## config.mk

```make
export PLATFORM = sky130hd
export DESIGN_NAME = misc_exec
export DESIGN_NICKNAME = d
export VERILOG_FILES = /design/src/common/misc_exec_pkg.sv /design/src/rtl/misc_exec.sv /design/src/rtl/pc_stack.sv /design/src/rtl/flag_bank.sv
export SDC_FILE = /design/constraint.sdc
export NUM_CORES = 2
export LEC_CHECK = 0
export BUFFER_PORTS_ARGS = -buffer_cell sky130_fd_sc_hd__clkbuf_2
export CAP_MARGIN = 20
export CORE_ASPECT_RATIO = 0.7
export CORE_MARGIN = 2
export CORE_UTILIZATION = 30
export CTS_BUF_LIST = sky130_fd_sc_hd__clkbuf_8
export CTS_CLUSTER_DIAMETER = 80
export DETAILED_ROUTE_END_ITERATION = 12
export SLEW_MARGIN = 40
export SYNTH_ARGS = -nofsm -noshare
export SYNTH_HDL_FRONTEND = slang
export SYNTH_HIERARCHICAL = 1
export SYNTH_SLANG_ARGS = --single-unit
```

## constraint.sdc

```tcl
create_clock -name pclk -period 17.4 [get_ports pclk]
set_input_delay 0.87 -clock pclk [delete_from_list [all_inputs] [get_ports pclk]]
set_output_delay 0.87 -clock pclk [all_outputs]
set_load 0.01 [all_outputs]
```

## src/common/misc_exec_pkg.sv

```systemverilog
// misc_exec_pkg: opcodes, cycle counts, apb offsets and reset values
// assumes: used by the instruction executor and its helper modules
package misc_exec_pkg;
    // ------------------------------------------------------------
    // opcodes
    // ------------------------------------------------------------
    localparam logic [7:0] OP_RETURN_FROM_INTERRUPT = 8'h4d;
    localparam logic [7:0] OP_RLC = 8'had;
    localparam logic [7:0] OP_STOP = 8'h6d;
    localparam logic [7:0] OP_WAIT = 8'hed;
    localparam logic [7:0] OP_SUB_IND_X = 8'hc7;
    localparam logic [7:0] OP_SUB_IND_Y = 8'hcf;
    localparam logic [7:0] OP_SUB_DIR = 8'hdf;
    localparam logic [7:0] OP_ADD_DIR = 8'h5f;
    localparam logic [7:0] OP_SUBTRACT_IMMEDIATE = 8'hd7;
    localparam logic [4:0] OP_SET_LOW = 5'h1b;
    localparam logic [7:0] ADDR_ACCUM = 8'hff;
    localparam logic [7:0] ADDR_REG_X = 8'h80;
    localparam logic [7:0] ADDR_REG_Y = 8'h81;
    localparam logic [7:0] ADDR_REG_V = 8'h82;
    localparam logic [7:0] ADDR_REG_W = 8'h83;
    // ------------------------------------------------------------
    // cycle counts
    // ------------------------------------------------------------
    localparam logic [2:0] CYC_SHORT = 3'd2;
    localparam logic [2:0] CYC_LONG = 3'd4;
    // ------------------------------------------------------------
    // stack and levels
    // ------------------------------------------------------------
    localparam int STACK_DEPTH = 6;
    localparam logic [11:0] PC_RESET = 12'h000;
    // ------------------------------------------------------------
    // apb map (byte addresses)
    // ------------------------------------------------------------
    localparam logic [7:0] REG_INSTR = 8'h00;
    localparam logic [7:0] REG_WAKE = 8'h04;
    localparam logic [7:0] REG_ACCUM = 8'h08;
    localparam logic [7:0] REG_STATUS = 8'h0c;
    localparam logic [7:0] REG_PC = 8'h10;
    localparam logic [7:0] REG_PUSH = 8'h14;
    localparam logic [7:0] REG_DATA_BASE = 8'h80;
    localparam logic [31:0] ERR_DATA = 32'h0000_0000;
    typedef enum logic [1:0] {
        LVL_NORMAL,
        LVL_INT,
        LVL_NMI
    } level_t;
    typedef enum logic [1:0] {
        RUN_ACTIVE,
        RUN_WAIT,
        RUN_STOP
    } run_t;
endpackage

```

## src/rtl/misc_exec.sv

```systemverilog
// misc_exec: executes a small group of 8-bit core instructions
// assumes: apb master feeds instructions and wake events; one pclk
// Notes on behaviour
// - return_from_interrupt pops the last stacked pc into pc
// - return from ordinary interrupt selects the normal flag pair
// - return from nmi selects normal or interrupt flags per entry level
// - return_from_interrupt clears interrupt_mask, and clears nmi mask only when returning from nmi
// - empty stack: return continues at the following instruction
// - reset enters nmi level; software returns to go normal
// - rotate_left_carry rotates accumulator through carry, sets zero, opcode ad
// - bit set forces bit of register or accumulator (ff), flags kept
// - shift_left_accum adds accumulator to itself, 5f ff
// - stop halts core, oscillator, peripherals; flags kept
// - stopped core wakes only on external interrupt or reset
// - subtract accumulator minus accumulator, pointer, indirect or direct source
// - subtract sets zero on zero, carry when accumulator below source
// - subtract_immediate subtracts a one-byte operand, two bytes long
// - wait (ed) suspends execution, oscillator runs, flags kept
// - wait ends on peripheral interrupt, external interrupt or reset
//
// The register offsets and the APB slave port are this design's own decisions.
`timescale 1ns/10ps
`default_nettype none
module misc_exec (
    // apb
    input wire logic pclk,
    input wire logic presetn,
    input wire logic psel,
    input wire logic penable,
    input wire logic pwrite,
    input wire logic [7:0] paddr,
    input wire logic [31:0] pwdata,
    output logic [31:0] prdata,
    output logic pready,
    output logic pslverr,
    // power control
    output logic osc_enable,
    output logic periph_enable
);
    // ------------------------------------------------------------
    // state
    // ------------------------------------------------------------
    typedef enum {
        EX_IDLE,
        EX_BUSY
    } ex_t;
    ex_t ex_r, ex_nxt;
    misc_exec_pkg::run_t run_r, run_nxt;
    misc_exec_pkg::level_t level_r, level_nxt;
    logic nmi_from_int_r, nmi_from_int_nxt;
    logic int_mask_r, int_mask_nxt;
    logic nmi_mask_r, nmi_mask_nxt;
    logic [7:0] accum_r, accum_nxt;
    logic [11:0] pc_r, pc_nxt;
    logic [2:0] cyc_r, cyc_nxt;
    logic [7:0] regs_r [128];
    logic [7:0] ptr_r [4];
    logic reg_we;
    logic [7:0] reg_wa;
    logic [7:0] reg_wd;
    logic flag_wr;
    logic c_new;
    logic z_new;
    logic c_cur;
    logic z_cur;
    logic [11:0] top_pc;
    logic stk_empty;
    logic stk_pop;
    logic stk_push;
    logic [7:0] op;
    logic [7:0] arg1;
    logic [7:0] arg2;
    logic [7:0] src;
    logic [8:0] diff;
    logic [8:0] dbl;
    logic wr_req;
    logic rd_req;
    logic instr_go;
    // ------------------------------------------------------------
    // apb slave: zero wait, errors on busy instruction writes
    // ------------------------------------------------------------
    assign pready = 1'b1;
    assign wr_req = psel && penable && pwrite;
    assign rd_req = psel && !pwrite;
    assign op = pwdata[7:0];
    assign arg1 = pwdata[15:8];
    assign arg2 = pwdata[23:16];
    assign instr_go = wr_req && paddr == misc_exec_pkg::REG_INSTR
        && ex_r == EX_IDLE && run_r == misc_exec_pkg::RUN_ACTIVE;
    assign pslverr = psel && penable && pwrite && paddr == misc_exec_pkg::REG_INSTR
        && !instr_go;
    assign stk_push = wr_req && paddr == misc_exec_pkg::REG_PUSH;
    always_ff @(posedge pclk or negedge presetn) begin
        if (!presetn) begin
            prdata <= 32'h0000_0000;
        end else if (rd_req && !penable) begin
            case (paddr)
                misc_exec_pkg::REG_ACCUM: prdata <= {24'h00_0000, accum_r};
                misc_exec_pkg::REG_STATUS: prdata <= {22'h00_0000, run_r, level_r,
                    nmi_mask_r, int_mask_r, stk_empty, 1'b0, z_cur, c_cur};
                misc_exec_pkg::REG_PC: prdata <= {20'h0_0000, pc_r};
                default: begin
                    if (paddr[7]) begin
                        prdata <= {24'h00_0000, regs_r[paddr[6:0]]};
                    end else begin
                        prdata <= misc_exec_pkg::ERR_DATA;
                    end
                end
            endcase
        end
    end
    // ------------------------------------------------------------
    // operand fetch
    // ------------------------------------------------------------
    always_comb begin
        src = 8'h00;
        if (op == misc_exec_pkg::OP_SUB_IND_X) begin
            src = regs_r[ptr_r[0][6:0]];
        end else if (op == misc_exec_pkg::OP_SUB_IND_Y) begin
            src = regs_r[ptr_r[1][6:0]];
        end else if (op == misc_exec_pkg::OP_SUBTRACT_IMMEDIATE) begin
            src = arg1;
        end else if (arg1 == misc_exec_pkg::ADDR_ACCUM) begin
            src = accum_r;
        end else if (arg1[7:2] == misc_exec_pkg::ADDR_REG_X[7:2]) begin
            src = ptr_r[arg1[1:0]];
        end else begin
            src = regs_r[arg1[6:0]];
        end
    end
    assign diff = {1'b0, accum_r} - {1'b0, src};
    assign dbl = {1'b0, accum_r} + {1'b0, accum_r};
    // ------------------------------------------------------------
    // execute
    // ------------------------------------------------------------
    always_comb begin
        ex_nxt = ex_r;
        run_nxt = run_r;
        level_nxt = level_r;
        nmi_from_int_nxt = nmi_from_int_r;
        int_mask_nxt = int_mask_r;
        nmi_mask_nxt = nmi_mask_r;
        accum_nxt = accum_r;
        pc_nxt = pc_r;
        cyc_nxt = cyc_r;
        reg_we = 1'b0;
        reg_wa = arg1;
        reg_wd = 8'h00;
        flag_wr = 1'b0;
        c_new = c_cur;
        z_new = z_cur;
        stk_pop = 1'b0;
        if (ex_r == EX_BUSY) begin
            cyc_nxt = cyc_r - 3'd1;
            if (cyc_r == 3'd1) begin
                ex_nxt = EX_IDLE;
            end
        end
        if (instr_go) begin
            ex_nxt = EX_BUSY;
            cyc_nxt = misc_exec_pkg::CYC_LONG - 3'd1;
            pc_nxt = pc_r + 12'd1;
            if (op == misc_exec_pkg::OP_RETURN_FROM_INTERRUPT) begin
                cyc_nxt = misc_exec_pkg::CYC_SHORT - 3'd1;
                int_mask_nxt = 1'b0;
                if (!stk_empty) begin
                    pc_nxt = top_pc;
                    stk_pop = 1'b1;
                end
                // empty stack keeps pc + 1
                if (level_r == misc_exec_pkg::LVL_NMI) begin
                    nmi_mask_nxt = 1'b0;
                    level_nxt = nmi_from_int_r ? misc_exec_pkg::LVL_INT
                        : misc_exec_pkg::LVL_NORMAL;
                    nmi_from_int_nxt = 1'b0;
                end else begin
                    level_nxt = misc_exec_pkg::LVL_NORMAL;
                end
            end else if (op == misc_exec_pkg::OP_RLC) begin
                accum_nxt = {accum_r[6:0], c_cur};
                flag_wr = 1'b1;
                c_new = accum_r[7];
                z_new = ({accum_r[6:0], c_cur} == 8'h00);
            end else if (op[4:0] == misc_exec_pkg::OP_SET_LOW) begin
                pc_nxt = pc_r + 12'd2;
                if (arg1 == misc_exec_pkg::ADDR_ACCUM) begin
                    accum_nxt = accum_r | (8'h01 << op[7:5]);
                end else begin
                    reg_we = 1'b1;
                    reg_wd = src | (8'h01 << op[7:5]);
                end
            end else if (op == misc_exec_pkg::OP_ADD_DIR
                && arg1 == misc_exec_pkg::ADDR_ACCUM) begin
                pc_nxt = pc_r + 12'd2;
                accum_nxt = dbl[7:0];
                flag_wr = 1'b1;
                c_new = dbl[8];
                z_new = (dbl[7:0] == 8'h00);
            end else if (op == misc_exec_pkg::OP_STOP) begin
                cyc_nxt = misc_exec_pkg::CYC_SHORT - 3'd1;
                run_nxt = misc_exec_pkg::RUN_STOP;
            end else if (op == misc_exec_pkg::OP_WAIT) begin
                cyc_nxt = misc_exec_pkg::CYC_SHORT - 3'd1;
                run_nxt = misc_exec_pkg::RUN_WAIT;
            end else if (op == misc_exec_pkg::OP_SUB_IND_X
                || op == misc_exec_pkg::OP_SUB_IND_Y
                || op == misc_exec_pkg::OP_SUB_DIR
                || op == misc_exec_pkg::OP_SUBTRACT_IMMEDIATE) begin
                if (op == misc_exec_pkg::OP_SUB_DIR || op == misc_exec_pkg::OP_SUBTRACT_IMMEDIATE) begin
                    pc_nxt = pc_r + 12'd2;
                end
                accum_nxt = diff[7:0];
                flag_wr = 1'b1;
                c_new = diff[8];
                z_new = (diff[7:0] == 8'h00);
            end
        end
        // wake events written at the wake register: bit0 ext, bit1 periph
        if (wr_req && paddr == misc_exec_pkg::REG_WAKE) begin
            case (run_r)
                misc_exec_pkg::RUN_STOP: begin
                    if (pwdata[0]) begin
                        run_nxt = misc_exec_pkg::RUN_ACTIVE;
                    end
                end
                misc_exec_pkg::RUN_WAIT: begin
                    if (pwdata[0] || pwdata[1]) begin
                        run_nxt = misc_exec_pkg::RUN_ACTIVE;
                    end
                end
                default: begin
                    run_nxt = run_r;
                end
            endcase
        end
    end
    always_ff @(posedge pclk or negedge presetn) begin
        if (!presetn) begin
            ex_r <= EX_IDLE;
            run_r <= misc_exec_pkg::RUN_ACTIVE;
            level_r <= misc_exec_pkg::LVL_NMI;
            nmi_from_int_r <= 1'b0;
            int_mask_r <= 1'b1;
            nmi_mask_r <= 1'b1;
            accum_r <= 8'h00;
            pc_r <= misc_exec_pkg::PC_RESET;
            cyc_r <= 3'd0;
        end else begin
            ex_r <= ex_nxt;
            run_r <= run_nxt;
            level_r <= level_nxt;
            nmi_from_int_r <= nmi_from_int_nxt;
            int_mask_r <= int_mask_nxt;
            nmi_mask_r <= nmi_mask_nxt;
            accum_r <= accum_nxt;
            pc_r <= pc_nxt;
            cyc_r <= cyc_nxt;
        end
    end
    // ------------------------------------------------------------
    // data space: direct apb writes and bit-set writes
    // ------------------------------------------------------------
    always_ff @(posedge pclk) begin
        if (reg_we && reg_wa[7:2] == misc_exec_pkg::ADDR_REG_X[7:2]) begin
            ptr_r[reg_wa[1:0]] <= reg_wd;
        end else if (reg_we) begin
            regs_r[reg_wa[6:0]] <= reg_wd;
        end else if (wr_req && paddr[7]) begin
            regs_r[paddr[6:0]] <= pwdata[7:0];
            if (paddr[6:2] == 5'h00) begin
                ptr_r[paddr[1:0]] <= pwdata[7:0];
            end
        end
    end
    assign osc_enable = (run_r != misc_exec_pkg::RUN_STOP);
    assign periph_enable = (run_r == misc_exec_pkg::RUN_ACTIVE)
        || (run_r == misc_exec_pkg::RUN_WAIT);
    // ------------------------------------------------------------
    // helpers
    // ------------------------------------------------------------
    pc_stack pc_stack_inst (
        .pclk(pclk),
        .presetn(presetn),
        .push(stk_push),
        .push_pc(pwdata[11:0]),
        .pop(stk_pop),
        .top_pc(top_pc),
        .empty(stk_empty)
    );
    flag_bank flag_bank_inst (
        .pclk(pclk),
        .presetn(presetn),
        .level(level_r),
        .wr(flag_wr),
        .c_in(c_new),
        .z_in(z_new),
        .c_out(c_cur),
        .z_out(z_cur)
    );
    // ------------------------------------------------------------
    // checks
    // ------------------------------------------------------------
    property p_return_from_interrupt_pop;
        @(posedge pclk) disable iff (!presetn)
        instr_go && op == misc_exec_pkg::OP_RETURN_FROM_INTERRUPT && !stk_empty |=> pc_r == $past(top_pc);
    endproperty
    a_return_from_interrupt_pop: assert property (p_return_from_interrupt_pop) else $error("pop pc wrong");
    property p_return_from_interrupt_norm;
        @(posedge pclk) disable iff (!presetn)
        instr_go && op == misc_exec_pkg::OP_RETURN_FROM_INTERRUPT && level_r != misc_exec_pkg::LVL_NMI
        |=> level_r == misc_exec_pkg::LVL_NORMAL;
    endproperty
    a_return_from_interrupt_norm: assert property (p_return_from_interrupt_norm) else $error("level not normal");
    property p_return_from_interrupt_mask;
        @(posedge pclk) disable iff (!presetn)
        instr_go && op == misc_exec_pkg::OP_RETURN_FROM_INTERRUPT |=> !int_mask_r;
    endproperty
    a_return_from_interrupt_mask: assert property (p_return_from_interrupt_mask) else $error("mask kept");
    property p_return_from_interrupt_empty;
        @(posedge pclk) disable iff (!presetn)
        instr_go && op == misc_exec_pkg::OP_RETURN_FROM_INTERRUPT && stk_empty
        |=> pc_r == $past(pc_r) + 12'd1;
    endproperty
    a_return_from_interrupt_empty: assert property (p_return_from_interrupt_empty) else $error("empty pop moved");
    property p_rlc;
        @(posedge pclk) disable iff (!presetn)
        instr_go && op == misc_exec_pkg::OP_RLC |=> c_cur == $past(accum_r[7])
            && accum_r == {$past(accum_r[6:0]), $past(c_cur)};
    endproperty
    a_rlc: assert property (p_rlc) else $error("rotate wrong");
    property p_sub_c;
        @(posedge pclk) disable iff (!presetn)
        instr_go && op == misc_exec_pkg::OP_SUBTRACT_IMMEDIATE |=> c_cur == ($past(accum_r) < $past(arg1))
            && accum_r == 8'($past(accum_r) - $past(arg1));
    endproperty
    a_sub_c: assert property (p_sub_c) else $error("subtract wrong");
    property p_stop_hold;
        @(posedge pclk) disable iff (!presetn)
        run_r == misc_exec_pkg::RUN_STOP && !(wr_req && paddr == misc_exec_pkg::REG_WAKE
            && pwdata[0]) |=> run_r == misc_exec_pkg::RUN_STOP;
    endproperty
    a_stop_hold: assert property (p_stop_hold) else $error("stop left early");
    property p_wait_osc;
        @(posedge pclk) disable iff (!presetn)
        instr_go && op == misc_exec_pkg::OP_WAIT |=> osc_enable && !instr_go
            && run_r == misc_exec_pkg::RUN_WAIT;
    endproperty
    a_wait_osc: assert property (p_wait_osc) else $error("wait state wrong");
endmodule
`default_nettype wire

```

## src/rtl/pc_stack.sv

```systemverilog
// pc_stack: last-in first-out store of return program counters
// assumes: push and pop never in the same cycle
`timescale 1ns/10ps
`default_nettype none
module pc_stack #(
    parameter int DEPTH = misc_exec_pkg::STACK_DEPTH
) (
    // clock and reset
    input wire logic pclk,
    input wire logic presetn,
    // push and pop
    input wire logic push,
    input wire logic [11:0] push_pc,
    input wire logic pop,
    output logic [11:0] top_pc,
    output logic empty
);
    logic [11:0] mem_r [DEPTH];
    logic [3:0] cnt_r;
    logic [3:0] cnt_nxt;
    always_comb begin
        cnt_nxt = cnt_r;
        if (push && cnt_r != 4'(DEPTH)) begin
            cnt_nxt = cnt_r + 4'd1;
        end else if (pop && cnt_r != 4'd0) begin
            cnt_nxt = cnt_r - 4'd1;
        end
    end
    always_ff @(posedge pclk or negedge presetn) begin
        if (!presetn) begin
            cnt_r <= 4'd0;
        end else begin
            cnt_r <= cnt_nxt;
        end
    end
    always_ff @(posedge pclk) begin
        if (push && cnt_r != 4'(DEPTH)) begin
            mem_r[cnt_r[2:0]] <= push_pc;
        end
    end
    assign empty = (cnt_r == 4'd0);
    assign top_pc = empty ? 12'h000 : mem_r[3'(cnt_r - 4'd1)];
endmodule
`default_nettype wire

```

## src/rtl/flag_bank.sv

```systemverilog
// flag_bank: carry/zero pairs for normal, interrupt and nmi levels
// assumes: only the selected level's pair is written
`timescale 1ns/10ps
`default_nettype none
module flag_bank (
    // clock and reset
    input wire logic pclk,
    input wire logic presetn,
    // level select and update
    input wire misc_exec_pkg::level_t level,
    input wire logic wr,
    input wire logic c_in,
    input wire logic z_in,
    output logic c_out,
    output logic z_out
);
    logic [2:0] c_r;
    logic [2:0] z_r;
    logic [2:0] c_nxt;
    logic [2:0] z_nxt;
    genvar g;
    generate
        for (g = 0; g < 3; g++) begin : g_lvl
            always_comb begin
                c_nxt[g] = (wr && level == misc_exec_pkg::level_t'(g)) ? c_in : c_r[g];
                z_nxt[g] = (wr && level == misc_exec_pkg::level_t'(g)) ? z_in : z_r[g];
            end
        end
    endgenerate
    always_ff @(posedge pclk or negedge presetn) begin
        if (!presetn) begin
            c_r <= 3'b000;
            z_r <= 3'b000;
        end else begin
            c_r <= c_nxt;
            z_r <= z_nxt;
        end
    end
    assign c_out = c_r[level];
    assign z_out = z_r[level];
endmodule
`default_nettype wire

```

After elaboration in Yosys (flattened, before gate mapping)
Memories as Yosys holds them, arrays and structs flattened.
Cells that the tools add are included.
- register bits: 99
- bits in writable memories: 1128
- input port bits: 45
- output and inout bits: 36
- memories kept: 3
- memory list (name ; words ; bits a word ; read ports ; clocked after Yosys merged registers in ; write ports ; RTL line ; source):
    regs_r ; 128 ; 8 ; 4 ; 0 ; 1 ; misc_exec.sv:56 ; logic [7:0] regs_r [128];
    pc_stack_inst.mem_r ; 6 ; 12 ; 1 ; 0 ; 1 ; pc_stack.sv:18 ; logic [11:0] mem_r [DEPTH];
    ptr_r ; 4 ; 8 ; 3 ; 0 ; 1 ; misc_exec.sv:57 ; logic [7:0] ptr_r [4];
- add/subtract/negate cells: 7
- $lt $le $gt $ge: 1
- equality and inequality tests: 27
- shift operators: 1
- mux-type cells: 110
- bitwise operators: 3
- reductions and logical operators: 46
- operators by type and width (cell ; number):
    8-bit two-way mux ; 20
    12-bit two-way mux ; 9
    32-bit two-way mux ; 3
    8-bit == test (second input constant) ; 7
    1-bit two-way mux ; 54
    12-bit case mux with 3 select lines ; 1
    2-bit two-way mux ; 17
    32-bit by 2-bit == test with 1-bit output (second input constant) ; 1
    32-bit logical NOT ; 1
    8-bit logical NOT ; 4
    8-bit by 7-bit == test with 1-bit output (second input constant) ; 3
    1-bit logical AND ; 17
    8-bit by 4-bit == test with 1-bit output (second input constant) ; 2
    8-bit by 5-bit == test with 1-bit output (second input constant) ; 2
    8-bit OR ; 2
    8-bit OR reduction ; 2
    12-bit by 1-bit adder with 12-bit output (second input constant) ; 1
    12-bit by 2-bit adder with 12-bit output (second input constant) ; 1
    8-bit by 8-bit adder with 9-bit output ; 1
    8-bit by 8-bit subtractor with 9-bit output ; 1
    8-bit by 3-bit == test with 1-bit output (second input constant) ; 1
    4-bit two-way mux ; 2
    4-bit != test (second input constant) ; 2
    4-bit nonzero test ; 2
    other kinds (27) ; 39

Depth between registers and ports, before layout
- word-level depth: 16
- mapped depth: 27

Modules after synthesis
Netlist, hierarchy kept.
- by module, submodules not included (module ; instances ; cells each ; area an instance (um2) ; seq. area each (um2)):
    misc_exec ; 1 ; 4119 ; 69711.9 ; 32713.9
    pc_stack ; 1 ; 194 ; 3249.4 ; 2262.2
    flag_bank ; 1 ; 20 ; 295.3 ; 150.1

Worst setup path before layout
Ideal clock, no wire load.
- path type: input to register
- from: input pwdata[8]
- to: memory regs_r[0][2], data pin
- library setup time: 1.198 ns
- data arrival time: 7.899 ns
- data required time: 16.202 ns
- setup slack: 8.303 ns
- stages: 14
- cell sequence: buf_6 buf_6 buf_4 buf_4 buf_2 buf_4 inv_1 a31oi_1 nand3_1 nand4_1 a211oi_1 o32ai_1 a41oi_1 o21ai_0
- cells in the longest elaborated chain, start to end: 13
- elaborated cells on any way between the ends: 25
- those cells by class: eq/ne (1); mux (19); bitwise (1); reduce/logical (2); memory (2)
- RTL lines (what ; RTL line ; source):
    start: declaration ; misc_exec.sv:32 ; input wire logic [31:0] pwdata,
    memory 128 x 8 bit or memory 4 x 8 bit (tied branches) ; -- ;
    8-bit two-way mux ; misc_exec.sv:125 ; end else if (arg1[7:2] == misc_exec_pkg::ADDR_REG_X[7:2]) begin
    8-bit two-way mux ; misc_exec.sv:123 ; end else if (arg1 == misc_exec_pkg::ADDR_ACCUM) begin
    8-bit two-way mux ; misc_exec.sv:121 ; end else if (op == misc_exec_pkg::OP_SUBTRACT_IMMEDIATE) begin
    8-bit two-way mux ; misc_exec.sv:119 ; end else if (op == misc_exec_pkg::OP_SUB_IND_Y) begin
    8-bit two-way mux ; misc_exec.sv:117 ; if (op == misc_exec_pkg::OP_SUB_IND_X) begin
    8-bit OR ; misc_exec.sv:190 ; reg_wd = src | (8'h01 << op[7:5]);
    8-bit two-way mux ; misc_exec.sv:186 ; if (arg1 == misc_exec_pkg::ADDR_ACCUM) begin
    8-bit two-way mux ; misc_exec.sv:184 ; end else if (op[4:0] == misc_exec_pkg::OP_SET_LOW) begin
    8-bit two-way mux ; misc_exec.sv:179 ; end else if (op == misc_exec_pkg::OP_RLC) begin
    8-bit two-way mux ; misc_exec.sv:163 ; if (op == misc_exec_pkg::OP_RETURN_FROM_INTERRUPT) begin
    8-bit two-way mux ; misc_exec.sv:159 ; if (instr_go) begin
    8-bit two-way mux (no line) * ; -- ;
    end: declaration ; misc_exec.sv:56 ;
Every way passes the cells marked *; elsewhere a longest branch is shown, timed or not.

==> impl_metrics.toml <==
[worst_setup_path]
crit_required_ns = 18.30
end_kind = "flop"
critPathArrivalTime_ns = 8.38
cpMaxStageDelayCell = "a41oi_1"
critPathTopFamily = "compound AO/OA/AOI/OAI gates"
crit_type = "reg -> reg"
crit_path_max_fanout = 35
path_cells = "buf_4 -> buf_6 -> buf_4 -> mux4_2 -> mux4_2 -> nand2_1 -> a21oi_1 -> o311a_1 -> a41oi_1 -> ha_1 -> nand2_1 -> nand2_1 -> a21oi_1 -> o21ai_0 -> a21oi_1 -> xnor2_1 -> or4_1 -> o211ai_1 -> a21o_1 -> mux2_1"
critPathMaxStageDelay_ns = 0.77
critPathLaunchType = "flop"
worst-path-buf-inv = 3

[global_route]
grt_start_max_net_pins = 113
antenna_found_initial = 19
grt_overflow_total = 0
grt_pass1_vias = 48400
grt_pass1_wl_mm = 403
track_usage_pct = 23.3

[timing]
period_minus_slack_ns = 7.48
maxSlewHeadroom_pct = 31.5
setup_viol_count_final = 0
fin_worst_skew_ns = 0.0779
max_freq_mhz = 134
layout_setup_ws_ns = 9.92
rsz0062_at_grt = "false"
tns_ns = 0
drv_slew = 0
worst_pin_slew_ns = 1.02
finalCritPeriodShare_pct = 43.0
finalHoldViolations = 0

[power]
power.leakage_nw = 20.6
power_frac_comb_pct = 6.2
clock_power_share_pct = 41.4
p_int_mw = 4.40
ir_drop_mv = 0.0800
power_frac_seq_pct = 52.4
p_sw_mw = 1.50
power.density_nw_per_um2 = 72.3
switching_share_pct = 25.5

[cts]
cts_root_buffer = "clkbuf_8"
htreeDepth = 4
cts_buffer_depth = 3
clk_latency_ns = 1.01
cts.sinks = 1178
cts_resized = 0
cts_setup_buffers = 0
numCtsBuffers = 188
clk_pin_slew_ns = 0.07
cts_tree = "done"
cts_hold_buf = 1

[final_layout]
area_delta_synth_final_pct = 11.4
final_area_um2 = 81600
num-fill-cells = 23000
nets = 4444
final_layout_size_suffix_gt1_share_pct = 39.9

[yosys]
synth_area_leaders = "edfxtp_1 46%, mux4_2 35%, mux2i_1 2.7%"
synth_common_cells = "1151 x mux4_2, 1128 x edfxtp_1, 248 x nor2_1"
synthCells = 4333
async_flop_share_pct = 4.24
synth_top_cell_by_area = "edfxtp_1"
syn_area_um2 = 73300
synth.distinct_cells = 88
synth.most_common_cell = "mux4_2"
synth_seq_cells = 1178
synth_ff_type = "edfxtp_1"
synth_seq_area_share_pct = 47.9
avgSynthCellArea_um2 = 16.9
yosysWarnings = 6
synth_top_area_share_pct = 46.2
synth_edf_count = 1128

[die]
io_pins = 81
rows = 151
dieArea_um2 = 248000
design.core.area_um2 = 242000
die_x_um = 595
start_util_pct = 30.2
fp.dieH_um = 417

[place]
pre_cts_slack_ns = 9.30
dp_hpwl_mm = 194
gp_congestion = 1.01
io_buffers = 43
place_area_um2 = 77900

[detailed_routing]
postRouteAntennaNets = 0
drc = 0
first_iter_violations = 9241
vias = 51200
drt-total-wl_mm = 296
post_drt_wl_per_cell_um = 38.2
first_pass_iters = 7
vias_per_cell = 6.60

[run]
max-cap-violations = 0

[min_path]
hold_path.class = "in -> reg"

[status]
status = "complete, no violations"
## metal layers
layer / vias up / GRT usage [%] / wire (µm)
li1: 19000 / - / -
met1: 26800 / 30.6 / 107000
met2: 4701 / 31.0 / 119000
met3: 704 / 13.6 / 57100
met4: 26 / 9.12 / 12800
met5: - / 0.675 / 438
## metrics by stage
step	hold WS, ns	std cells	util, %	total power, mW
3_3_place_gp	0.432	7397	31.9	3.50
2_1_floorplan	0.419	4358	-	3.37
5_1_grt	0.320	7750	33.7	6.03
3_5_place_dp	0.440	7404	32.1	3.51
4_1_cts	0.268	7747	33.6	5.89
6_report	0.341	7752	33.7	5.90
## placed cells by master (no fill, tap or decap), types with 12 or more instances in the layout
cell type / n
a211oi_1: 17
a21oi_1: 105
a221oi_1: 20
a22oi_1: 100
a31oi_1: 23
and2_1: 20
buf_4: 185
buf_6: 13
clkbuf_2: 34
clkbuf_8: 189
clkinv_1: 53
clkinv_2: 35
conb_1: 27
dfrtp_1: 48
edfxtp_1: 1128
ha_1: 15
inv_1: 81
mux2_2: 18
mux2i_1: 190
mux4_2: 1151
nand2_1: 194
nand2b_1: 17
nand3_1: 71
nand3b_1: 12
nand4_1: 15
nor2_1: 178
nor2_2: 18
nor2_4: 53
nor2b_1: 31
nor3_1: 34
o211ai_1: 20
o21ai_0: 80
o221ai_1: 26
o22ai_1: 37
## sequential cells by signal, summed over array words and instances, names as in the netlist
register / flops
prdata: 12
cyc_r: 3
ptr_r: 32
flag_bank_inst/z_r: 3
pc_r: 12
regs_r: 1024
flag_bank_inst/c_r: 3
run_r: 2
accum_r: 8
int_mask_r: 1
pc_stack_inst/mem_r: 72
nmi_mask_r: 1
ex_r: 1
pc_stack_inst/cnt_r: 4
## path summary, 6_finish.rpt
kind | from | endpoint | slack (ns) | depth (start not counted)
setup / recovery | ptr_r[1][0]$_DFFE_PP_ | flag_bank_inst/z_r[0]$_DFFE_PN0P_ | 9.92 | 20
min in group asynchronous | presetn | accum_r[5]$_DFFE_PN0P_ | 0.54 | 3
hold / removal | pwdata[2] | pc_stack_inst/mem_r[3][2]$_DFFE_PP_ | 0.34 | 1
setup reg to reg | ptr_r[1][0]$_DFFE_PP_ | flag_bank_inst/z_r[0]$_DFFE_PN0P_ | 9.92 | 20
max in group asynchronous | presetn | flag_bank_inst/z_r[2]$_DFFE_PN0P_ | 16.37 | 3
hold reg to reg | nmi_mask_r$_DFFE_PN1P_ | nmi_mask_r$_DFFE_PN1P_ | 0.45 | 2
## cells by family (layout without fill, tap and decap cells)
family | after synthesis | in the layout | share of synthesized area (%)
AOI/OAI and AO/OA | 549 | 549 | 5.11
xor gates and xnor gates | 13 | 13 | 0.155
adders and majority gates | 16 | 16 | 0.284
buffers and inverters | 464 | 641 | 3.18
DFF | 1178 | 1178 | 47.9
muxes | 1375 | 1375 | 38.6
other | 2 | 31 | 0.0103
and+or+nand+nor | 736 | 736 | 4.69
## power groups by stage
stage / combinational [mW] / sequential [mW] / clock [mW]
2_1_floorplan: 0.218 / 3.15 / 0
3_3_place_gp: 0.347 / 3.15 / 0
3_5_place_dp: 0.354 / 3.15 / 0
4_1_cts: 0.355 / 3.09 / 2.45
5_1_grt: 0.375 / 3.09 / 2.56
6_report: 0.367 / 3.09 / 2.44
## cell type report
type / instances / area [µm²] / area share, %
Timing Repair Buffer: 251 / 2050 / 2.51
Antenna cell: 4 / 10.0 / 0.0123
Multi-Input combinational cell: 2716 / 36600 / 44.8
Clock inverter: 153 / 1060 / 1.30
Sequential cell: 1178 / 35100 / 43.0
Tap cell: 3213 / 4020 / 4.92
Clock buffer: 189 / 2600 / 3.19
Inverter: 48 / 186 / 0.228
(Power assumes the default switching activity.)
